[src/design/adcstc_defs.vh]
// Function
// (RULE1) writing the timing register aborts any running sequence
// (RULE2) writing the start register aborts and starts a new sequence with new settings
// (RULE3) sample select bits 7-5 give 4,6,8,10,12,16,20,24 conversion clocks
// (RULE4) prescale bits 4-0: conversion clock is bus clock over 2*(value+1)
// (RULE5) with trigger enabled, one start write arms; each trigger then starts a sequence
// (RULE6) conversion start is the first cycle of the sampling phase
// (RULE7) special channel bit 6 selects internal channels instead of external inputs
// (RULE8) continuous bit 5 repeats sequences back to back
// (RULE9) with trigger enabled, continuous bit ignored; one sequence per trigger
// (RULE10) multi bit 4 clear: every conversion uses the one coded channel
// (RULE11) multi bit set: sequence-length channels, incrementing from the code
// (RULE12) after the rollover channel the next channel is input zero
// (RULE13) starting above rollover channel, first return to zero follows input five
// (RULE14) external codes 0-5 pick inputs 0-5; codes 6-15 pick input five
// (RULE15) special codes map temperature, internals, references, midpoint; 7,12-15 reserved
// (RULE16) length codes 1-6 give count, others six; reset length four
// (RULE17) abort or start clears the result slot counter, even circular mode
// (RULE18) start register write clears the sequence done flag
// (RULE19) prescaler counts bus cycles, restarts when the prescale field is written
`ifndef ADCSTC_DEFS_VH
`define ADCSTC_DEFS_VH
// ***************************************************
// register byte addresses
// ***************************************************
// each register is one aligned word: byte address is four times its index
`define ADCSTC_ADDR_CTL0      8'h00
`define ADCSTC_ADDR_TIMING    8'h10
`define ADCSTC_ADDR_START     8'h14
`define ADCSTC_ADDR_STATUS    8'h08
`define ADCSTC_ADDR_IRQ_STAT  8'h0c
`define ADCSTC_ADDR_IRQ_EN    8'h18
`define ADCSTC_ADDR_IRQ_CLR   8'h1c
`define ADCSTC_ADDR_CONV_TIME 8'h20
// ***************************************************
// fields and reset values
// ***************************************************
`define ADCSTC_TIM_RST    8'h05
`define ADCSTC_START_RST  8'h00
`define ADCSTC_CTL0_RST   8'h44
`define ADCSTC_LEN_RST    4'h4
`define ADCSTC_LEN_MAX    4'h6
`define ADCSTC_CH_LAST    4'h5
`define ADCSTC_CONV_RST   5'h0a
`define ADCSTC_SC_BIT     6
`define ADCSTC_SCAN_BIT   5
`define ADCSTC_MULTI_CHANNEL_MODE_BIT   4
`define ADCSTC_ETRIG_BIT  7
`define ADCSTC_IRQ_DONE   0
`define ADCSTC_IRQ_ABORT  1
`define ADCSTC_IRQ_OVR    2
`define ADCSTC_RESP_OKAY  2'b00
`define ADCSTC_RESP_SLV   2'b10
`endif

[src/design/adcstc_top.v]
`include "adcstc_defs.vh"
`default_nettype none
module adcstc_top (
   input  wire        SYS_CLK_IN,
   input  wire        SRST_IN,
   input  wire [7:0]  AWADDR_IN,
   input  wire        AWVALID_IN,
   output reg         AWREADY_OUT,
   input  wire [31:0] WDATA_IN,
   input  wire [3:0]  WSTRB_IN,
   input  wire        WVALID_IN,
   output reg         WREADY_OUT,
   output reg  [1:0]  BRESP_OUT,
   output reg         BVALID_OUT,
   input  wire        BREADY_IN,
   input  wire [7:0]  ARADDR_IN,
   input  wire        ARVALID_IN,
   output reg         ARREADY_OUT,
   output reg  [31:0] RDATA_OUT,
   output reg  [1:0]  RRESP_OUT,
   output reg         RVALID_OUT,
   input  wire        RREADY_IN,
   input  wire        EXT_TRIGGER_IN,
   input  wire        CONV_DONE_IN,
   output reg         CONV_CLK_EN_OUT,
   output reg         SAMPLE_OUT,
   output reg         CONVERT_OUT,
   output reg         CONV_START_OUT,
   output reg         SPECIAL_SEL_OUT,
   output reg  [3:0]  CHANNEL_OUT,
   output reg  [3:0]  RESULT_SLOT_OUT,
   output reg         BUSY_OUT,
   output reg         IRQ_OUT
);
   // one-hot sequencer states
   localparam [2:0] ST_IDLE = 3'b001;
   localparam [2:0] ST_SAMP = 3'b010;
   localparam [2:0] ST_CONV = 3'b100;

   reg  [7:0]  timing_ff;
   reg  [7:0]  start_ff;
   reg  [7:0]  ctl0_ff;
   reg  [4:0]  conv_time_ff;
   reg  [2:0]  state_ff;
   reg  [4:0]  presc_cnt_ff;
   reg         clk_en_ff;
   reg  [4:0]  phase_cnt_ff;
   reg  [3:0]  conv_idx_ff;
   reg         wrapped_ff;
   reg         armed_ff;
   reg         done_ff;
   reg         trig_d_ff;
   reg  [2:0]  irq_stat_ff;
   reg  [2:0]  irq_en_ff;
   reg         aw_got_ff;
   reg         w_got_ff;
   reg  [7:0]  aw_addr_ff;
   reg  [31:0] w_data_ff;
   reg  [3:0]  w_strb_ff;

   // ***************************************************
   // helpers
   // ***************************************************
   function [3:0] seq_len;
      input [3:0] code;
      begin
         if (code == 4'h0 || code > `ADCSTC_LEN_MAX) begin
            seq_len = `ADCSTC_LEN_MAX; // [RULE16]
         end else begin
            seq_len = code; // [RULE16]
         end
      end
   endfunction

   function [4:0] samp_cycles;
      input [2:0] sel;
      begin
         case (sel) // [RULE3]
            3'h0: samp_cycles = 5'h04;
            3'h1: samp_cycles = 5'h06;
            3'h2: samp_cycles = 5'h08;
            3'h3: samp_cycles = 5'h0a;
            3'h4: samp_cycles = 5'h0c;
            3'h5: samp_cycles = 5'h10;
            3'h6: samp_cycles = 5'h14;
            default: samp_cycles = 5'h18;
         endcase
      end
   endfunction

   // external codes above five all map to input five
   function [3:0] ext_map;
      input [3:0] code;
      begin
         ext_map = (code > `ADCSTC_CH_LAST) ? `ADCSTC_CH_LAST : code; // [RULE14]
      end
   endfunction

   // next channel in multi mode: rollover after the wrap channel, or after five
   function [3:0] next_ch;
      input [3:0] cur;
      input [3:0] wrap;
      input       was_wrapped;
      begin
         if ((cur == wrap && (was_wrapped || cur <= wrap)) ||
             ext_map(cur) == `ADCSTC_CH_LAST) begin
            next_ch = 4'h0; // [RULE12] [RULE13]
         end else begin
            next_ch = cur + 4'h1; // [RULE11]
         end
      end
   endfunction

   // ***************************************************
   // bus write path
   // ***************************************************
   wire       wr_fire  = aw_got_ff && w_got_ff && !BVALID_OUT;
   wire       wr_lane0 = wr_fire && w_strb_ff[0];
   wire       wr_tim   = wr_lane0 && aw_addr_ff == `ADCSTC_ADDR_TIMING;
   wire       wr_start = wr_lane0 && aw_addr_ff == `ADCSTC_ADDR_START;
   wire       wr_ctl0  = wr_lane0 && aw_addr_ff == `ADCSTC_ADDR_CTL0;
   wire       wr_known = aw_addr_ff == `ADCSTC_ADDR_TIMING || aw_addr_ff == `ADCSTC_ADDR_START ||
                         aw_addr_ff == `ADCSTC_ADDR_CTL0 || aw_addr_ff == `ADCSTC_ADDR_STATUS ||
                         aw_addr_ff == `ADCSTC_ADDR_IRQ_STAT ||
                         aw_addr_ff == `ADCSTC_ADDR_IRQ_EN ||
                         aw_addr_ff == `ADCSTC_ADDR_IRQ_CLR ||
                         aw_addr_ff == `ADCSTC_ADDR_CONV_TIME;
   wire [7:0] new_start = w_data_ff[7:0];
   wire       trig_en  = ctl0_ff[`ADCSTC_ETRIG_BIT];
   wire       trig_edge = EXT_TRIGGER_IN && !trig_d_ff;
   wire       running  = state_ff != ST_IDLE;

   always @(posedge SYS_CLK_IN) begin
      if (SRST_IN) begin
         AWREADY_OUT <= 1'b0;
         WREADY_OUT  <= 1'b0;
         BVALID_OUT  <= 1'b0;
         BRESP_OUT   <= `ADCSTC_RESP_OKAY;
         aw_got_ff   <= 1'b0;
         w_got_ff    <= 1'b0;
         aw_addr_ff  <= 8'h00;
         w_data_ff   <= 32'h0000_0000;
         w_strb_ff   <= 4'h0;
      end else begin
         AWREADY_OUT <= !aw_got_ff && !AWREADY_OUT && AWVALID_IN;
         WREADY_OUT  <= !w_got_ff && !WREADY_OUT && WVALID_IN;
         if (AWVALID_IN && AWREADY_OUT) begin
            aw_got_ff  <= 1'b1;
            aw_addr_ff <= {AWADDR_IN[7:2], 2'b00};
         end
         if (WVALID_IN && WREADY_OUT) begin
            w_got_ff  <= 1'b1;
            w_data_ff <= WDATA_IN;
            w_strb_ff <= WSTRB_IN;
         end
         if (wr_fire) begin
            BVALID_OUT <= 1'b1;
            BRESP_OUT  <= wr_known ? `ADCSTC_RESP_OKAY : `ADCSTC_RESP_SLV;
            aw_got_ff  <= 1'b0;
            w_got_ff   <= 1'b0;
         end else if (BVALID_OUT && BREADY_IN) begin
            BVALID_OUT <= 1'b0;
         end
      end
   end

   // ***************************************************
   // bus read path, one cycle after address accept
   // ***************************************************
   wire [7:0] rd_addr = {ARADDR_IN[7:2], 2'b00};

   always @(posedge SYS_CLK_IN) begin
      if (SRST_IN) begin
         ARREADY_OUT <= 1'b0;
         RVALID_OUT  <= 1'b0;
         RDATA_OUT   <= 32'h0000_0000;
         RRESP_OUT   <= `ADCSTC_RESP_OKAY;
      end else begin
         ARREADY_OUT <= !ARREADY_OUT && !RVALID_OUT && ARVALID_IN;
         if (ARVALID_IN && ARREADY_OUT) begin
            RVALID_OUT <= 1'b1;
            RRESP_OUT  <= `ADCSTC_RESP_OKAY;
            if (rd_addr == `ADCSTC_ADDR_TIMING) begin
               RDATA_OUT <= {24'h0, timing_ff};
            end else if (rd_addr == `ADCSTC_ADDR_START) begin
               RDATA_OUT <= {24'h0, start_ff};
            end else if (rd_addr == `ADCSTC_ADDR_CTL0) begin
               RDATA_OUT <= {24'h0, ctl0_ff};
            end else if (rd_addr == `ADCSTC_ADDR_STATUS) begin
               RDATA_OUT <= {24'h0, armed_ff, running, done_ff, wrapped_ff, RESULT_SLOT_OUT};
            end else if (rd_addr == `ADCSTC_ADDR_IRQ_STAT) begin
               RDATA_OUT <= {29'h0, irq_stat_ff};
            end else if (rd_addr == `ADCSTC_ADDR_IRQ_EN) begin
               RDATA_OUT <= {29'h0, irq_en_ff};
            end else if (rd_addr == `ADCSTC_ADDR_IRQ_CLR) begin
               RDATA_OUT <= 32'h0000_0000;
            end else if (rd_addr == `ADCSTC_ADDR_CONV_TIME) begin
               RDATA_OUT <= {27'h0, conv_time_ff};
            end else begin
               RDATA_OUT <= 32'h0000_0000;
               RRESP_OUT <= `ADCSTC_RESP_SLV;
            end
         end else if (RVALID_OUT && RREADY_IN) begin
            RVALID_OUT <= 1'b0;
         end
      end
   end

   // ***************************************************
   // control registers
   // ***************************************************
   always @(posedge SYS_CLK_IN) begin
      if (SRST_IN) begin
         timing_ff    <= `ADCSTC_TIM_RST;
         start_ff     <= `ADCSTC_START_RST;
         ctl0_ff      <= `ADCSTC_CTL0_RST;
         conv_time_ff <= `ADCSTC_CONV_RST;
         irq_en_ff    <= 3'h0;
      end else begin
         if (wr_tim) timing_ff <= w_data_ff[7:0];
         if (wr_start) start_ff <= new_start;
         if (wr_ctl0) ctl0_ff <= w_data_ff[7:0];
         if (wr_lane0 && aw_addr_ff == `ADCSTC_ADDR_CONV_TIME) begin
            conv_time_ff <= (w_data_ff[4:0] == 5'h00) ? 5'h01 : w_data_ff[4:0];
         end
         if (wr_lane0 && aw_addr_ff == `ADCSTC_ADDR_IRQ_EN) irq_en_ff <= w_data_ff[2:0];
      end
   end

   // ***************************************************
   // prescaler: half period of prs+1 bus cycles
   // ***************************************************
   always @(posedge SYS_CLK_IN) begin
      if (SRST_IN || wr_tim) begin
         presc_cnt_ff    <= 5'h00; // [RULE19]
         clk_en_ff       <= 1'b0;
         CONV_CLK_EN_OUT <= 1'b0;
      end else if (presc_cnt_ff == timing_ff[4:0]) begin
         presc_cnt_ff    <= 5'h00;
         clk_en_ff       <= !clk_en_ff;
         CONV_CLK_EN_OUT <= !clk_en_ff; // [RULE4] [RULE19]
      end else begin
         presc_cnt_ff    <= presc_cnt_ff + 5'h01;
         CONV_CLK_EN_OUT <= 1'b0;
      end
   end

   // ***************************************************
   // sequencer
   // ***************************************************
   wire tick      = CONV_CLK_EN_OUT;
   wire trig_go   = trig_en && armed_ff && trig_edge && !wr_start;
   wire last_conv = conv_idx_ff + 4'h1 >= seq_len(ctl0_ff[3:0]);
   // every repeated sequence restarts at the start code, mapped for external channels only
   wire [3:0] start_ch = start_ff[`ADCSTC_SC_BIT] ? start_ff[3:0]
                         : ext_map(start_ff[3:0]); // [RULE11] [RULE14]

   always @(posedge SYS_CLK_IN) begin
      if (SRST_IN) begin
         state_ff        <= ST_IDLE;
         phase_cnt_ff    <= 5'h00;
         conv_idx_ff     <= 4'h0;
         wrapped_ff      <= 1'b0;
         armed_ff        <= 1'b0;
         done_ff         <= 1'b0;
         trig_d_ff       <= 1'b0;
         irq_stat_ff     <= 3'h0;
         SAMPLE_OUT      <= 1'b0;
         CONVERT_OUT     <= 1'b0;
         CONV_START_OUT  <= 1'b0;
         SPECIAL_SEL_OUT <= 1'b0;
         CHANNEL_OUT     <= 4'h0;
         RESULT_SLOT_OUT <= 4'h0;
         BUSY_OUT        <= 1'b0;
         IRQ_OUT         <= 1'b0;
      end else begin
         trig_d_ff      <= EXT_TRIGGER_IN;
         CONV_START_OUT <= 1'b0;
         if (wr_lane0 && aw_addr_ff == `ADCSTC_ADDR_IRQ_CLR) begin
            irq_stat_ff <= irq_stat_ff & ~w_data_ff[2:0];
         end
         if (wr_lane0 && aw_addr_ff == `ADCSTC_ADDR_STATUS && w_data_ff[5]) done_ff <= 1'b0;
         if (wr_tim || wr_ctl0) begin
            state_ff        <= ST_IDLE; // [RULE1]
            RESULT_SLOT_OUT <= 4'h0; // [RULE17]
            conv_idx_ff     <= 4'h0;
            armed_ff        <= 1'b0;
            SAMPLE_OUT      <= 1'b0;
            CONVERT_OUT     <= 1'b0;
            BUSY_OUT        <= 1'b0;
            if (running) irq_stat_ff[`ADCSTC_IRQ_ABORT] <= 1'b1;
         end else if (wr_start || trig_go) begin
            // new sequence; sampling starts on the next cycle, together with the start pulse
            state_ff        <= ST_SAMP; // [RULE2] [RULE5] [RULE6]
            phase_cnt_ff    <= samp_cycles(timing_ff[7:5]);
            conv_idx_ff     <= 4'h0;
            wrapped_ff      <= 1'b0;
            RESULT_SLOT_OUT <= 4'h0; // [RULE17]
            SAMPLE_OUT      <= 1'b1;
            CONVERT_OUT     <= 1'b0;
            CONV_START_OUT  <= 1'b1;
            BUSY_OUT        <= 1'b1;
            if (wr_start) begin
               done_ff         <= 1'b0; // [RULE18]
               armed_ff        <= 1'b1; // [RULE5]
               SPECIAL_SEL_OUT <= new_start[`ADCSTC_SC_BIT]; // [RULE7]
               CHANNEL_OUT     <= new_start[`ADCSTC_SC_BIT] ? new_start[3:0]
                                  : ext_map(new_start[3:0]); // [RULE14] [RULE15]
            end else begin
               CHANNEL_OUT <= start_ff[`ADCSTC_SC_BIT] ? start_ff[3:0] : ext_map(start_ff[3:0]);
            end
            if (running && trig_go) irq_stat_ff[`ADCSTC_IRQ_OVR] <= 1'b1;
         end else begin
            if (trig_edge && running && trig_en) irq_stat_ff[`ADCSTC_IRQ_OVR] <= 1'b1;
            case (state_ff)
               ST_SAMP: begin
                  if (tick) begin
                     if (phase_cnt_ff == 5'h01) begin
                        state_ff     <= ST_CONV;
                        SAMPLE_OUT   <= 1'b0;
                        CONVERT_OUT  <= 1'b1;
                        phase_cnt_ff <= conv_time_ff;
                     end else begin
                        phase_cnt_ff <= phase_cnt_ff - 5'h01; // [RULE3]
                     end
                  end
               end
               ST_CONV: begin
                  if (CONV_DONE_IN || (tick && phase_cnt_ff == 5'h01)) begin
                     CONVERT_OUT     <= 1'b0;
                     RESULT_SLOT_OUT <= RESULT_SLOT_OUT + 4'h1;
                     if (start_ff[`ADCSTC_MULTI_CHANNEL_MODE_BIT]) begin
                        CHANNEL_OUT <= next_ch(CHANNEL_OUT, ctl0_ff[7:4] & 4'h7,
                                               wrapped_ff); // [RULE11] [RULE12] [RULE13]
                        if (next_ch(CHANNEL_OUT, ctl0_ff[7:4] & 4'h7, wrapped_ff) == 4'h0) begin
                           wrapped_ff <= 1'b1;
                        end
                     end
                     if (last_conv) begin
                        done_ff <= 1'b1;
                        irq_stat_ff[`ADCSTC_IRQ_DONE] <= 1'b1;
                        conv_idx_ff     <= 4'h0;
                        RESULT_SLOT_OUT <= 4'h0;
                        if (start_ff[`ADCSTC_SCAN_BIT] && !trig_en) begin
                           state_ff       <= ST_SAMP; // [RULE8] [RULE9]
                           SAMPLE_OUT     <= 1'b1;
                           CONV_START_OUT <= 1'b1;
                           phase_cnt_ff   <= samp_cycles(timing_ff[7:5]);
                           wrapped_ff     <= 1'b0;
                           CHANNEL_OUT    <= start_ch;
                        end else begin
                           state_ff <= ST_IDLE; // [RULE9]
                           BUSY_OUT <= 1'b0;
                        end
                     end else begin
                        // single-channel mode keeps the same channel [RULE10]
                        conv_idx_ff    <= conv_idx_ff + 4'h1;
                        state_ff       <= ST_SAMP;
                        SAMPLE_OUT     <= 1'b1;
                        CONV_START_OUT <= 1'b1;
                        phase_cnt_ff   <= samp_cycles(timing_ff[7:5]);
                     end
                  end else if (tick) begin
                     phase_cnt_ff <= phase_cnt_ff - 5'h01;
                  end
               end
               default: begin
                  state_ff <= ST_IDLE;
               end
            endcase
         end
         IRQ_OUT <= |(irq_stat_ff & irq_en_ff);
      end
   end
endmodule // adcstc_top
`default_nettype wire

[config.mk]
export PLATFORM = sky130hd
export DESIGN_NAME = adcstc_top
export DESIGN_NICKNAME = d
export VERILOG_FILES = /design/src/design/adcstc_top.v
export VERILOG_INCLUDE_DIRS = /design/src /design/src/design
export SDC_FILE = /design/constraint.sdc
export NUM_CORES = 1
export LEC_CHECK = 0
export BUFFER_PORTS_ARGS = -buffer_cell sky130_fd_sc_hd__buf_4
export CAP_MARGIN = 20
export CORE_MARGIN = 1
export CORE_UTILIZATION = 25
export CTS_BUF_LIST = sky130_fd_sc_hd__clkbuf_8
export DETAILED_ROUTE_END_ITERATION = 10
export SLEW_MARGIN = 25
export SYNTH_ARGS = -nofsm -noshare
export SYNTH_HDL_FRONTEND = slang
export SYNTH_SLANG_ARGS = --single-unit
[constraint.sdc]
create_clock -name SYS_CLK_IN -period 5.25 [get_ports SYS_CLK_IN]
set_input_delay 1.05 -clock SYS_CLK_IN [delete_from_list [all_inputs] [get_ports SYS_CLK_IN]]
set_output_delay 1.05 -clock SYS_CLK_IN [all_outputs]
set_load 0.03 [all_outputs]
==> reports/metrics.csv <==
metric,value,unit
status,"complete, no violations",
ANT cells,0,
Detailed Routing Iterations Pass 1,7,
Max IR drop VDD,133,uV
crit end category,register,
cts hold-fix bufs,0,
TNS Setup,0,ns
Routed WL,14.8,mm
Crit path required time,5.52,ns
Routability Congestion,0.818,
cells on worst reg2reg path,10,
# port buffers,59,
fillers,2301,
Top-Level Pins,117,
total power,1.44,mW
Cells after Synth,679,
Die X,149,um
CTS max path bufs,2,
post-route ant nets,0,
register-to-register setup slack,2.47,ns
Static Leak,2.29,nW
RSZ-0062 raised after global routing,no,
final instance area,6210,um^2
CP max FO,8,
Hold/Removal Path Class,reg2reg,
pwr/cell area,232,nW/um^2
Clock Latency Late Sink,0.40,ns
Die Span Y,149,um
fmax,0.360,GHz
Final nets,794,
DRT iter0 DRCs,372,
number of enable flip-flop cells after synthesis,0,
hpwl dp,10.8,mm
CP startpoint,ctl0_ff[0],
H-tree lvl count,3,
Synth cell types,68,
CTS resizes,0,
"Slew Viols, Final",0,
post-route minimum period,2.78,ns
DRC,0,
placed cell area,6020,um^2
initial antenna violation count,0,
#FFs+latches synth,104,
Wirelength per Cell,14.8,um
Core Area,21200,um^2
detailed-route via count,4827,
worst-margin pin slew,1.04,ns
FF-to-FF Start,ctl0_ff[0],
Root Buffer,clkbuf_8,
Max Cap Viol,0,
Crit Path Class,reg2reg,
element type at the critical path start,register,
worst setup path endpoint,CHANNEL_OUT[0],
initial core utilization,25.7,%
Post-Layout Cell Count,998,
vias in the first global route,4361,
clock skew,0.0118,ns
pin count of the biggest net entering global routing,67,
cts bufs inserted,9,
Sink Count,104,
CTS tree,yes,
overall global routing resource usage,13.5,%
Die Area,22300,um^2
Rows,53,
top_reg_cell synth,dfxtp_1,
ys async rst share,0,%
Netlist Area Pre-Place,5440,um^2
post-CTS setup buffers,0,
final number of hold-violating endpoints,0,
arrival time at the worst endpoint,3.05,ns
dpl cells,982,
Ys Warns,0,
first-pass GRT wire length,23.4,mm
Worst-path clk slew,0.12,ns
share of cells above drive strength 1,12.6,%
syn_area_per_cell,8.01,um^2
sequential area share after synthesis,38.3,%
Setup-failing EPs final,0,
FF-to-FF End,CHANNEL_OUT[0],
P&R area growth vs syn,14.2,%
vias per cell,4.84,
final period utilization,52.9,%
Max-slew headroom,30.6,%
gr ovfl total,0,
[sequential cells by signal (all words and copies together) (netlist names), 5 cells and up]
register      cells
presc_cnt_ff      5
RDATA_OUT         8
start_ff          8
w_data_ff         8
conv_time_ff      5
aw_addr_ff        6
timing_ff         8
phase_cnt_ff      5
ctl0_ff           8
[report_power, final]
group | switching (mW) | leakage (nW) | internal (mW)
clock | 0.319 | 0.0920 | 0.183
sequential | 0.0158 | 0.841 | 0.801
combinational | 0.0805 | 1.36 | 0.0392
total | 0.415 | 2.29 | 1.02
[placed cells by master, fill, tap and decap left out, types with 10 or more instances in the layout]
cell,count
a21oi_1,76
buf_4,63
conb_1,27
dfxtp_1,104
ha_1,15
inv_1,18
mux2i_1,23
nand2_1,97
nand2b_1,10
nand3_1,22
nor2_1,59
nor2b_1,12
nor3_1,22
o21ai_0,21
xor2_1,10
[per-layer routing]
metal  share of wire (%)  vias to the layer above  track usage [%]
li1                    -                     2422                -
met1                  47                     2262             18.2
met2                  46                      127             21.8
met3                 5.5                       16             2.93
met4                0.99                        0             3.32
met5                   0                        -                0
[worst max-delay path, stage by stage (launching register included)]
cell       delay [ns]
dfxtp_1          0.42
inv_1            0.07
a211oi_1         0.18
ha_1             0.26
nand2b_1         0.15
a2111oi_2        0.55
nor3b_1          0.15
buf_4            0.20
or3_1            0.38
a21oi_1          0.19
o41ai_2          0.09
[cell usage after synthesis (5+ instances only)]
cell type	instances	share of area, %
buf_4	26	3.6
xor2_1	10	1.6
nor4b_1	5	0.81
nor2b_1	12	1.4
dfxtp_1	104	38
a221oi_1	5	0.81
a211oi_1	9	1.2
o21ai_1	6	0.55
a31oi_1	6	0.69
nor4_1	7	0.81
clkbuf_1	28	1.9
nand2_1	97	6.7
nor2_1	59	4.1
xnor2_1	7	1.1
mux2i_1	23	4.2
nand3_1	22	2.0
o21ai_0	21	1.9
a21oi_1	76	7.0
nor3_1	22	2.0
and2_1	6	0.69
ha_1	15	3.5
inv_1	18	1.2
nand2b_1	10	1.2
[stage by stage]
stage | hold WS (ns) | util, % | setup slack [ns]
4_1_cts | 0.465 | 29.3 | 2.45
3_5_place_dp | 0.447 | 28.4 | 2.14
3_3_place_gp | 0.441 | 28.4 | 2.16
6_report | 0.463 | 29.3 | 2.47
2_1_floorplan | 0.432 | - | 2.67
5_1_grt | 0.481 | 29.3 | 2.27
[kinds of logic after synthesis]
family                     after synthesis  share of synthesized area, %
AOI/OAI and AO/OA                      162                          18.5
xor gates and xnor gates                17                          2.74
adders and majority gates               15                          3.45
buffers and inverters                   78                          7.34
DFF                                    104                          38.3
muxes                                   24                          4.51
other                                    2                         0.138
and+or+nand+nor                        277                          25.0
[cell type report]
cell class | instances | area, um^2 | share of cell area (%)
multi-input cells | 522 | 3050 | 49.1
well taps | 275 | 344 | 5.54
repair buffers | 63 | 473 | 7.62
flip-flops and latches | 104 | 2080 | 33.5
inverters | 18 | 67.6 | 1.09
clock buffers | 9 | 124 | 2.00
clock inverters | 7 | 67.6 | 1.09
[worst min-delay path by stage]
stage                     slack (ns)            start               to  depth (start not counted)
after floorplan                 0.43      start_ff[7]      start_ff[7]                          2
after global placement          0.44      start_ff[0]      start_ff[0]                          2
after detailed placement        0.45      start_ff[0]      start_ff[0]                          2
after CTS                       0.46  SPECIAL_SEL_OUT  SPECIAL_SEL_OUT                          2
after global routing            0.48        clk_en_ff        clk_en_ff                          2
final                           0.46  SPECIAL_SEL_OUT  SPECIAL_SEL_OUT                          2
Power figures use the tool's default switching activity.
